<file path="src/inc/dpram_host_cfg.svh">
// Notes on behaviour
// - Read/write stays high for the whole of every read cycle.
// - Address is presented before chip select falls on a read.
// - Read/write is high whenever the address lines change.
// - The controller never drives data while the device may drive read data.
// - Chip select stays high through flag write and flag read-back cycles.
`ifndef DPRAM_HOST_CFG_SVH
`define DPRAM_HOST_CFG_SVH

`define CLK_PERIOD_NS   10
`define T_ACCESS_NS     20
`define T_WPULSE_NS     15
`define SYNC_STAGES     2
`define ACC_CYCLES      ((`T_ACCESS_NS + `CLK_PERIOD_NS - 1) / `CLK_PERIOD_NS)
`define WP_CYCLES       ((`T_WPULSE_NS + `CLK_PERIOD_NS - 1) / `CLK_PERIOD_NS)

`define REG_CTRL        3'h0
`define REG_ADDR        3'h1
`define REG_WDATA       3'h2
`define REG_STATUS      3'h3
`define REG_RDATA       3'h4

`define CTRL_START_BIT  0
`define CTRL_OP_LSB     1
`define CTRL_UPPER_BIT  3
`define CTRL_LOWER_BIT  4
`define CTRL_RESET      5'h18

`define ST_BUSY_BIT     0
`define ST_DONE_BIT     1
`define ST_STALL_BIT    2

`define ADDR_W          14
`define DATA_W          16

`endif

</file>
<file path="src/inc/dpram_host_pkg.sv">
package dpram_host_pkg;

   typedef enum logic [2:0] {
      ST_IDLE   = 3'b000,
      ST_SETUP  = 3'b001,
      ST_WR_ARM = 3'b010,
      ST_PULSE  = 3'b011,
      ST_END    = 3'b100,
      ST_REC    = 3'b101
   } seq_state_t;

   typedef enum logic [1:0] {
      OP_RAM_RD = 2'b00,
      OP_RAM_WR = 2'b01,
      OP_SEM_RD = 2'b10,
      OP_SEM_WR = 2'b11
   } port_op_t;

endpackage

</file>
<file path="src/dpram_port_host.sv">
`timescale 1ns/10ps
`default_nettype none
`include "dpram_host_cfg.svh"

module dpram_port_host
   import dpram_host_pkg::*;
(
   input  wire logic                  ref_clk,
   input  wire logic                  resetn,
   input  wire logic [2:0]            avs_address,
   input  wire logic                  avs_read,
   input  wire logic                  avs_write,
   input  wire logic [31:0]           avs_writedata,
   output logic      [31:0]           avs_readdata,
   output logic                       avs_waitrequest,
   output logic      [`ADDR_W-1:0]    mem_addr,
   output logic                       chip_sel_n,
   output logic                       read_write,
   output logic                       out_en_n,
   output logic                       upper_lane_sel_n,
   output logic                       lower_lane_sel_n,
   output logic                       flag_space_sel_n,
   input  wire logic [`DATA_W-1:0]    data_i,
   output logic      [`DATA_W-1:0]    data_o,
   output logic      [1:0]            data_oe_n,
   input  wire logic                  busy_n
);

   // Read waits out the access time plus the data synchroniser
   localparam logic [3:0] RD_WAIT = 4'(`ACC_CYCLES + `SYNC_STAGES);
   // Pulse outlasts the busy synchroniser so an inhibit is always seen
   localparam logic [3:0] WR_WAIT = 4'(`WP_CYCLES + `SYNC_STAGES);

   function automatic logic is_write_op(input port_op_t op);
      is_write_op = (op == OP_RAM_WR) || (op == OP_SEM_WR);
   endfunction

   function automatic logic is_flag_op(input port_op_t op);
      is_flag_op = (op == OP_SEM_RD) || (op == OP_SEM_WR);
   endfunction

   // Pin synchronisers: first stage is read by the second only
   logic [`DATA_W-1:0] din_s1_q;
   logic [`DATA_W-1:0] din_s2_q;
   logic               busy_s1_q;
   logic               busy_s2_q;

   seq_state_t         state_q,     state_d;
   port_op_t           op_q,        op_d;
   logic [3:0]         cnt_q,       cnt_d;
   logic [4:0]         ctrl_q,      ctrl_d;
   logic [`ADDR_W-1:0] addr_reg_q,  addr_reg_d;
   logic [`DATA_W-1:0] wdata_q,     wdata_d;
   logic [`DATA_W-1:0] rdata_q,     rdata_d;
   logic               done_q,      done_d;
   logic               stall_q,     stall_d;
   logic [31:0]        rd_q,        rd_d;
   logic               wait_q,      wait_d;
   logic [`ADDR_W-1:0] pa_q,        pa_d;
   logic               ce_q,        ce_d;
   logic               rw_q,        rw_d;
   logic               oe_q,        oe_d;
   logic               ub_q,        ub_d;
   logic               lb_q,        lb_d;
   logic               sem_q,       sem_d;
   logic [`DATA_W-1:0] dq_q,        dq_d;
   logic [1:0]         doe_q,       doe_d;

   logic acc_wr;
   logic start;
   logic busy_now;

   assign busy_now = (state_q != ST_IDLE);
   assign acc_wr   = avs_write && !wait_q;
   assign start    = acc_wr && (avs_address == `REG_CTRL)
                     && avs_writedata[`CTRL_START_BIT] && !busy_now;

   always_comb begin
      // Register file
      // Waitrequest drops for exactly one cycle per access
      wait_d     = !((avs_read || avs_write) && wait_q);
      ctrl_d     = ctrl_q;
      addr_reg_d = addr_reg_q;
      wdata_d    = wdata_q;
      rd_d       = rd_q;
      // Registers are frozen while an access is on the pins
      if (acc_wr && !busy_now) begin
         if (avs_address == `REG_CTRL) begin
            ctrl_d = {avs_writedata[4:1], 1'b0};
         end else if (avs_address == `REG_ADDR) begin
            addr_reg_d = avs_writedata[`ADDR_W-1:0];
         end else if (avs_address == `REG_WDATA) begin
            wdata_d = avs_writedata[`DATA_W-1:0];
         end
      end
      if (avs_read && wait_q) begin
         if (avs_address == `REG_CTRL) begin
            rd_d = {27'h0, ctrl_q};
         end else if (avs_address == `REG_ADDR) begin
            rd_d = {18'h0, addr_reg_q};
         end else if (avs_address == `REG_WDATA) begin
            rd_d = {16'h0, wdata_q};
         end else if (avs_address == `REG_STATUS) begin
            rd_d = {29'h0, stall_q, done_q, busy_now};
         end else if (avs_address == `REG_RDATA) begin
            rd_d = {16'h0, rdata_q};
         end else begin
            rd_d = 32'h0;
         end
      end
   end

   always_comb begin
      // Port sequencer
      state_d = state_q;
      op_d    = op_q;
      cnt_d   = cnt_q;
      rdata_d = rdata_q;
      done_d  = done_q;
      stall_d = stall_q;
      pa_d    = pa_q;
      ce_d    = ce_q;
      rw_d    = rw_q;
      oe_d    = oe_q;
      ub_d    = ub_q;
      lb_d    = lb_q;
      sem_d   = sem_q;
      dq_d    = dq_q;
      doe_d   = doe_q;
      case (state_q)
         ST_IDLE: begin
            if (start) begin
               op_d    = port_op_t'(avs_writedata[`CTRL_OP_LSB +: 2]);
               done_d  = 1'b0;
               stall_d = 1'b0;
               pa_d    = addr_reg_q;
               rw_d    = 1'b1;
               state_d = ST_SETUP;
               // A RAM access with no lane would select the chip for nothing
               if (!is_flag_op(op_d) && !avs_writedata[`CTRL_UPPER_BIT]
                   && !avs_writedata[`CTRL_LOWER_BIT]) begin
                  done_d  = 1'b1;
                  state_d = ST_IDLE;
               end
            end
         end
         ST_SETUP: begin
            if (is_write_op(op_q)) begin
               // Read/write falls before the select so the device stays off
               rw_d  = 1'b0;
               oe_d  = 1'b1;
               dq_d  = is_flag_op(op_q) ? {{(`DATA_W-1){1'b1}}, wdata_q[0]} : wdata_q;
               doe_d = is_flag_op(op_q) ? 2'b00
                       : {!ctrl_q[`CTRL_UPPER_BIT], !ctrl_q[`CTRL_LOWER_BIT]};
               state_d = ST_WR_ARM;
            end else begin
               oe_d = 1'b0;
               cnt_d = RD_WAIT;
               state_d = ST_PULSE;
               if (is_flag_op(op_q)) begin
                  sem_d = 1'b0;
               end else begin
                  ce_d = 1'b0;
                  ub_d = !ctrl_q[`CTRL_UPPER_BIT];
                  lb_d = !ctrl_q[`CTRL_LOWER_BIT];
               end
            end
         end
         ST_WR_ARM: begin
            cnt_d   = WR_WAIT;
            state_d = ST_PULSE;
            if (is_flag_op(op_q)) begin
               sem_d = 1'b0;
            end else begin
               ce_d = 1'b0;
               ub_d = !ctrl_q[`CTRL_UPPER_BIT];
               lb_d = !ctrl_q[`CTRL_LOWER_BIT];
            end
         end
         ST_PULSE: begin
            if (is_write_op(op_q) && !busy_s2_q) begin
               // Inhibited write: restart the full pulse after busy clears
               cnt_d   = WR_WAIT;
               stall_d = 1'b1;
            end else if (cnt_q > 4'h1) begin
               cnt_d = cnt_q - 4'h1;
            end else begin
               if (!is_write_op(op_q)) begin
                  rdata_d = is_flag_op(op_q) ? {{(`DATA_W-1){1'b0}}, din_s2_q[0]}
                            : din_s2_q;
               end
               ce_d  = 1'b1;
               sem_d = 1'b1;
               ub_d  = 1'b1;
               lb_d  = 1'b1;
               oe_d  = 1'b1;
               state_d = ST_END;
            end
         end
         ST_END: begin
            rw_d  = 1'b1;
            doe_d = 2'b11;
            state_d = ST_REC;
         end
         ST_REC: begin
            // Turnaround cycle lets the device drivers float first
            done_d  = 1'b1;
            state_d = ST_IDLE;
         end
         default: begin
            state_d = ST_IDLE;
         end
      endcase
   end

   // Synchronisers
   always_ff @(posedge ref_clk or negedge resetn) begin
      if (!resetn) begin
         din_s1_q  <= 16'h0;
         din_s2_q  <= 16'h0;
         // Released level, so no stall is seen straight after reset
         busy_s1_q <= 1'b1;
         busy_s2_q <= 1'b1;
      end else begin
         din_s1_q  <= data_i;
         din_s2_q  <= din_s1_q;
         busy_s1_q <= busy_n;
         busy_s2_q <= busy_s1_q;
      end
   end

   always_ff @(posedge ref_clk or negedge resetn) begin
      if (!resetn) begin
         ctrl_q     <= `CTRL_RESET;
         addr_reg_q <= 14'h0;
         wdata_q    <= 16'h0;
         rd_q       <= 32'h0;
         wait_q     <= 1'b1;
      end else begin
         ctrl_q     <= ctrl_d;
         addr_reg_q <= addr_reg_d;
         wdata_q    <= wdata_d;
         rd_q       <= rd_d;
         wait_q     <= wait_d;
      end
   end

   always_ff @(posedge ref_clk or negedge resetn) begin
      if (!resetn) begin
         state_q <= ST_IDLE;
         op_q    <= OP_RAM_RD;
         cnt_q   <= 4'h0;
         rdata_q <= 16'h0;
         done_q  <= 1'b0;
         stall_q <= 1'b0;
         pa_q    <= 14'h0;
         ce_q    <= 1'b1;
         rw_q    <= 1'b1;
         oe_q    <= 1'b1;
         ub_q    <= 1'b1;
         lb_q    <= 1'b1;
         sem_q   <= 1'b1;
         dq_q    <= 16'h0;
         doe_q   <= 2'b11;
      end else begin
         state_q <= state_d;
         op_q    <= op_d;
         cnt_q   <= cnt_d;
         rdata_q <= rdata_d;
         done_q  <= done_d;
         stall_q <= stall_d;
         pa_q    <= pa_d;
         ce_q    <= ce_d;
         rw_q    <= rw_d;
         oe_q    <= oe_d;
         ub_q    <= ub_d;
         lb_q    <= lb_d;
         sem_q   <= sem_d;
         dq_q    <= dq_d;
         doe_q   <= doe_d;
      end
   end

   // Pins come straight from their registers
   assign avs_readdata     = rd_q;
   assign avs_waitrequest  = wait_q;
   assign mem_addr         = pa_q;
   assign chip_sel_n       = ce_q;
   assign read_write       = rw_q;
   assign out_en_n         = oe_q;
   assign upper_lane_sel_n = ub_q;
   assign lower_lane_sel_n = lb_q;
   assign flag_space_sel_n = sem_q;
   assign data_o           = dq_q;
   assign data_oe_n        = doe_q;

endmodule

`default_nettype wire

</file>
<file path="config.mk">
export PLATFORM = sky130hd
export DESIGN_NAME = dpram_port_host
export DESIGN_NICKNAME = d
export VERILOG_FILES = /design/src/inc/dpram_host_pkg.sv /design/src/dpram_port_host.sv
export VERILOG_INCLUDE_DIRS = /design/src /design/src/inc
export SDC_FILE = /design/constraint.sdc
export NUM_CORES = 1
export LEC_CHECK = 0
export ABC_CLOCK_PERIOD_IN_PS = 2430
export BUFFER_PORTS_ARGS = -buffer_cell sky130_fd_sc_hd__buf_2
export CORE_MARGIN = 3
export CORE_UTILIZATION = 30
export CTS_BUF_LIST = sky130_fd_sc_hd__clkbuf_8
export DETAILED_ROUTE_END_ITERATION = 7
export PLACE_DENSITY_LB_ADDON = 0.25
export SYNTH_ARGS = -nofsm -noshare
export SYNTH_HDL_FRONTEND = slang
export SYNTH_SLANG_ARGS = --single-unit
</file>
<file path="constraint.sdc">
create_clock -name ref_clk -period 2.43 [get_ports ref_clk]
set_input_delay 0.243 -clock ref_clk [delete_from_list [all_inputs] [get_ports ref_clk]]
set_output_delay 0.243 -clock ref_clk [all_outputs]
set_load 0.01 [all_outputs]
</file>
==> PnR_summary.wiki <==
{| class="wikitable"
! Metric !! Value
|-
| Count of nets after finishing || 657
|-
| H-tree level count || 4
|-
| Commonest non-fill, non-tap cells in the layout || 137 x sky130_fd_sc_hd__dfrtp_1, 93 x sky130_fd_sc_hd__buf_2, 57 x sky130_fd_sc_hd__mux2_2
|-
| Number of diodes added for antenna fixing || 0
|-
| Share of cells above drive strength 1 || 37.32%
|-
| Setup fix buffers added after clock tree synthesis || 0
|-
| Post-synth EDFFs || 0
|-
| Dominant cells by area after synthesis || sky130_fd_sc_hd__dfrtp_1 56%, sky130_fd_sc_hd__mux2_2 10%, sky130_fd_sc_hd__dfstp_2 5.5%
|-
| Clock tree from TritonCTS || done
|-
| Post-synthesis instance area || 6170 sq um
|-
| Leftover overflow at the end of global routing || 0
|-
| Total of cells resized after clock tree synthesis || 0
|-
| Maximum number of pins on one net before global-route repair || 64
|-
| MaxCap Viol Count || 0
|-
| Die boundary height || 149.4 microns
|-
| Sequential-to-total area share from yosys stat || 61.10%
|-
| Weighted congestion reported at the end of routability-driven placement || 0.8550
|-
| Library cell with the largest summed area after synthesis || sky130_fd_sc_hd__dfrtp_1
|-
| Largest buffer count on any clock path || 2
|-
| Total via count in the routed design || 3986
|-
| Area of the core region || 19850 sq um
|-
| Req. time, crit path || 2.78 ns
|-
| Number of distinct library cells after synthesis || 54
|-
| Number of standard cells after synthesis || 478
|-
| Share of Yosys cell area claimed by the top area cell type || 55.57%
|-
| Chain of cells forming the critical path || nor3_4 -> nand3_1 -> nor2_1 -> mux2_2
|-
| Arrival time worst endpoint || 2.36 ns
|-
| Met3 track utilization from global routing || 4.284%
|-
| Number of global-route vias before repair || 4074
|-
| R2R depth || 4
|-
| Hold-fix buffer count after cts || 22
|-
| Number of DRC markers after the initial detailed-route iteration || 190
|-
| Number of warnings issued by yosys || 0
|-
| Area growth from synthesis to layout || 20.87%
|-
| Post-route clock period utilization || 83.06%
|-
| Post-layout utilization of the core || 37.58%
|-
| Die area || 22320 sq um
|-
| Min-Delay Path Depth || 2
|-
| Leading cell type in the layout, fill and taps excluded || sky130_fd_sc_hd__dfrtp_1
|-
| Pins over their slew limit || 0
|-
| Count of clock tree sinks || 150
|-
| Number of antenna violations at the first check in global routing || 2
|-
| Combined global-route utilization of all metal layers || 13.34%
|-
| Number of filler instances in the final layout || 1941
|-
| Max rail drop VDD || 332.2 uV
|-
| Total length of routed wires || 14.31 mm
|-
| Start-to-end type of the worst setup path || flip-flop to flip-flop
|-
| Slew Limit Headroom || 60.58%
|-
| Outcome || finished clean
|-
| Met1 layer usage reported by global route || 17.40%
|-
| Layout Cell Area excl Fill || 7457 sq um
|-
| DRC || 0
|-
| Measured slew at the worst slew-check pin || 0.5913 ns
|-
| Kind of end point of the critical path || flip-flop
|-
| Clock Tree Root || sky130_fd_sc_hd__clkbuf_8
|-
| CP Launch Type || flip-flop
|-
| Clock transition at the registers of the reported paths || 0.09 ns
|-
| Average wire per cell in the routed design || 16.33 microns
|-
| Count of boundary I/O pins || 127
|-
| Average cell area after synthesis || 12.91 sq um
|-
| Final HPWL DP || 10.14 mm
|-
| Overall die width || 149.4 microns
|-
| Number of clock buffers inserted by TritonCTS || 17
|-
| Async S/R FF share, synth || 100.0%
|-
| Residual antenna-violating net count after detailed routing || 0
|-
| Max Fanout on Critical Path || 10
|-
| Setup repair after global routing missed its margin || no
|-
| Number of placement rows || 51
|-
| Primary FF master, synth || sky130_fd_sc_hd__dfrtp_1
|-
| Post-route clock skew || 0.01242 ns
|-
| Setup tns final || 0 ns
|-
| Worst hold path class || input port to flip-flop
|-
| GRT met2 Usage || 20.50%
|-
| Hold Vio Cnt, Final || 0
|-
| Clock latency at the later pin of the worst-skew pair || 0.46 ns
|-
| Maximum clock frequency || 0.4955 GHz
|-
| Slowest stage delay, CP || 0.52 ns
|-
| Number of flip-flops and latches in the synthesized netlist || 150
|-
| Total power divided by cell area || 977.5 nW/um^2
|-
| Mean number of vias per cell || 4.550
|-
| Global-route wire length before repair || 22.75 mm
|-
| Post-route minimum period || 2.018 ns
|-
| Count of port buffers added during placement || 94
|-
| Number of optimization iterations in the first detailed-route pass || 4
|-
| Cell area after placement || 6874 sq um
|-
| Leakage Power || 3.579 nW
|-
| Effective utilization at floorplan || 31.09%
|-
| GRT Max-Usage Layer || met2
|-
| Slowest cell on the critical path || sky130_fd_sc_hd__nor3_4
|-
| Number of endpoints failing setup at the final stage || 0
|}
## per-layer routing
metal	share of wire, %	routed length [microns]	up-vias
li1	-	-	1892
met1	45	6383	1958
met2	47	6663	108
met3	6.2	885	24
met4	2.5	352	4
met5	0.14	20	-
## critical path: cells and delay by family, from the launching register on
| kind | cells | cell delay [ns] |
|---|---|---|
| DFF | 1 | 0.51 |
| and+or+nand+nor | 3 | 1.05 |
| muxes | 1 | 0.35 |
## final timing paths
check | end | slack (ns) | start
min in group asynchronous | data_o[9] | 0.32 | resetn
min reg2reg | din_s2_q[12] | 0.35 | din_s1_q[12]
max in group asynchronous | busy_s2_q | 1.37 | resetn
min | wdata_q[8] | 0.03 | avs_writedata[8]
max reg2reg | op_q[1] | 0.41 | state_q[1]
max | op_q[1] | 0.41 | state_q[1]
## flip-flops by register name, summed over array words and instances (netlist names), 3 cells and up
| register | cells |
|---|---|
| data_o | 16 |
| ctrl_q | 4 |
| din_s2_q | 16 |
| state_q | 3 |
| addr_reg_q | 14 |
| cnt_q | 4 |
| din_s1_q | 16 |
| rdata_q | 16 |
| wdata_q | 16 |
| avs_readdata | 16 |
| mem_addr | 14 |
## report_power, final
group,total [mW],internal [mW],switching (mW)
clock network,1.79,0.812,0.981
logic,1.91,0.948,0.961
registers,3.59,3.14,0.450
total,7.29,4.90,2.39
## Yosys cell counts, types with 4 or more instances
master / count
sky130_fd_sc_hd__nor2_1: 43
sky130_fd_sc_hd__a22o_1: 9
sky130_fd_sc_hd__mux2_2: 57
sky130_fd_sc_hd__a22oi_1: 13
sky130_fd_sc_hd__nor3_1: 4
sky130_fd_sc_hd__nor2b_1: 20
sky130_fd_sc_hd__a21o_1: 4
sky130_fd_sc_hd__nand2_1: 25
sky130_fd_sc_hd__o31ai_1: 4
sky130_fd_sc_hd__buf_4: 17
sky130_fd_sc_hd__o21ai_0: 20
sky130_fd_sc_hd__a221oi_1: 4
sky130_fd_sc_hd__inv_1: 7
sky130_fd_sc_hd__clkbuf_1: 13
sky130_fd_sc_hd__mux2_4: 8
sky130_fd_sc_hd__dfstp_2: 13
sky130_fd_sc_hd__buf_6: 5
sky130_fd_sc_hd__a21oi_1: 24
sky130_fd_sc_hd__dfrtp_1: 137
## cells by family (layout without fill, tap and decap cells)
family | Yosys count | in the layout | share of synthesized area, %
DFF | 150 | 150 | 61.10
buffers and inverters | 47 | 165 | 4.563
adders and majority gates | 2 | 2 | 0.4055
other | 1 | 16 | 0.06078
AOI/OAI and AO/OA | 94 | 94 | 10.16
and+or+nand+nor | 113 | 113 | 9.958
muxes | 71 | 71 | 13.75
## final cells by class
cell class                      instances  area, sq um  area share, %
Clock buffer                           17        234.0          3.138
Clock inverter                         14        128.9          1.728
Multi-Input combinational cell        296         2175          29.16
Sequential cell                       150         3770          50.55
Tap cell                              265        331.6          4.446
Inverter                                7        26.28         0.3523
Timing Repair Buffer                  127        792.0          10.62
## per-stage QoR
step                      power [mW]  hold WS, ns  worst slack, ns  instances
after floorplan                4.855     -0.05259           0.6207        493
after CTS                      7.387     0.002763           0.4084        876
final                          7.289      0.03103           0.4117        876
after detailed placement       5.535       0.2717           0.4334        823
after global placement         5.458       0.2560           0.4706        823
after global routing           7.760     0.006118           0.3097        876
No activity file was read; power rests on OpenSTA's default activity.
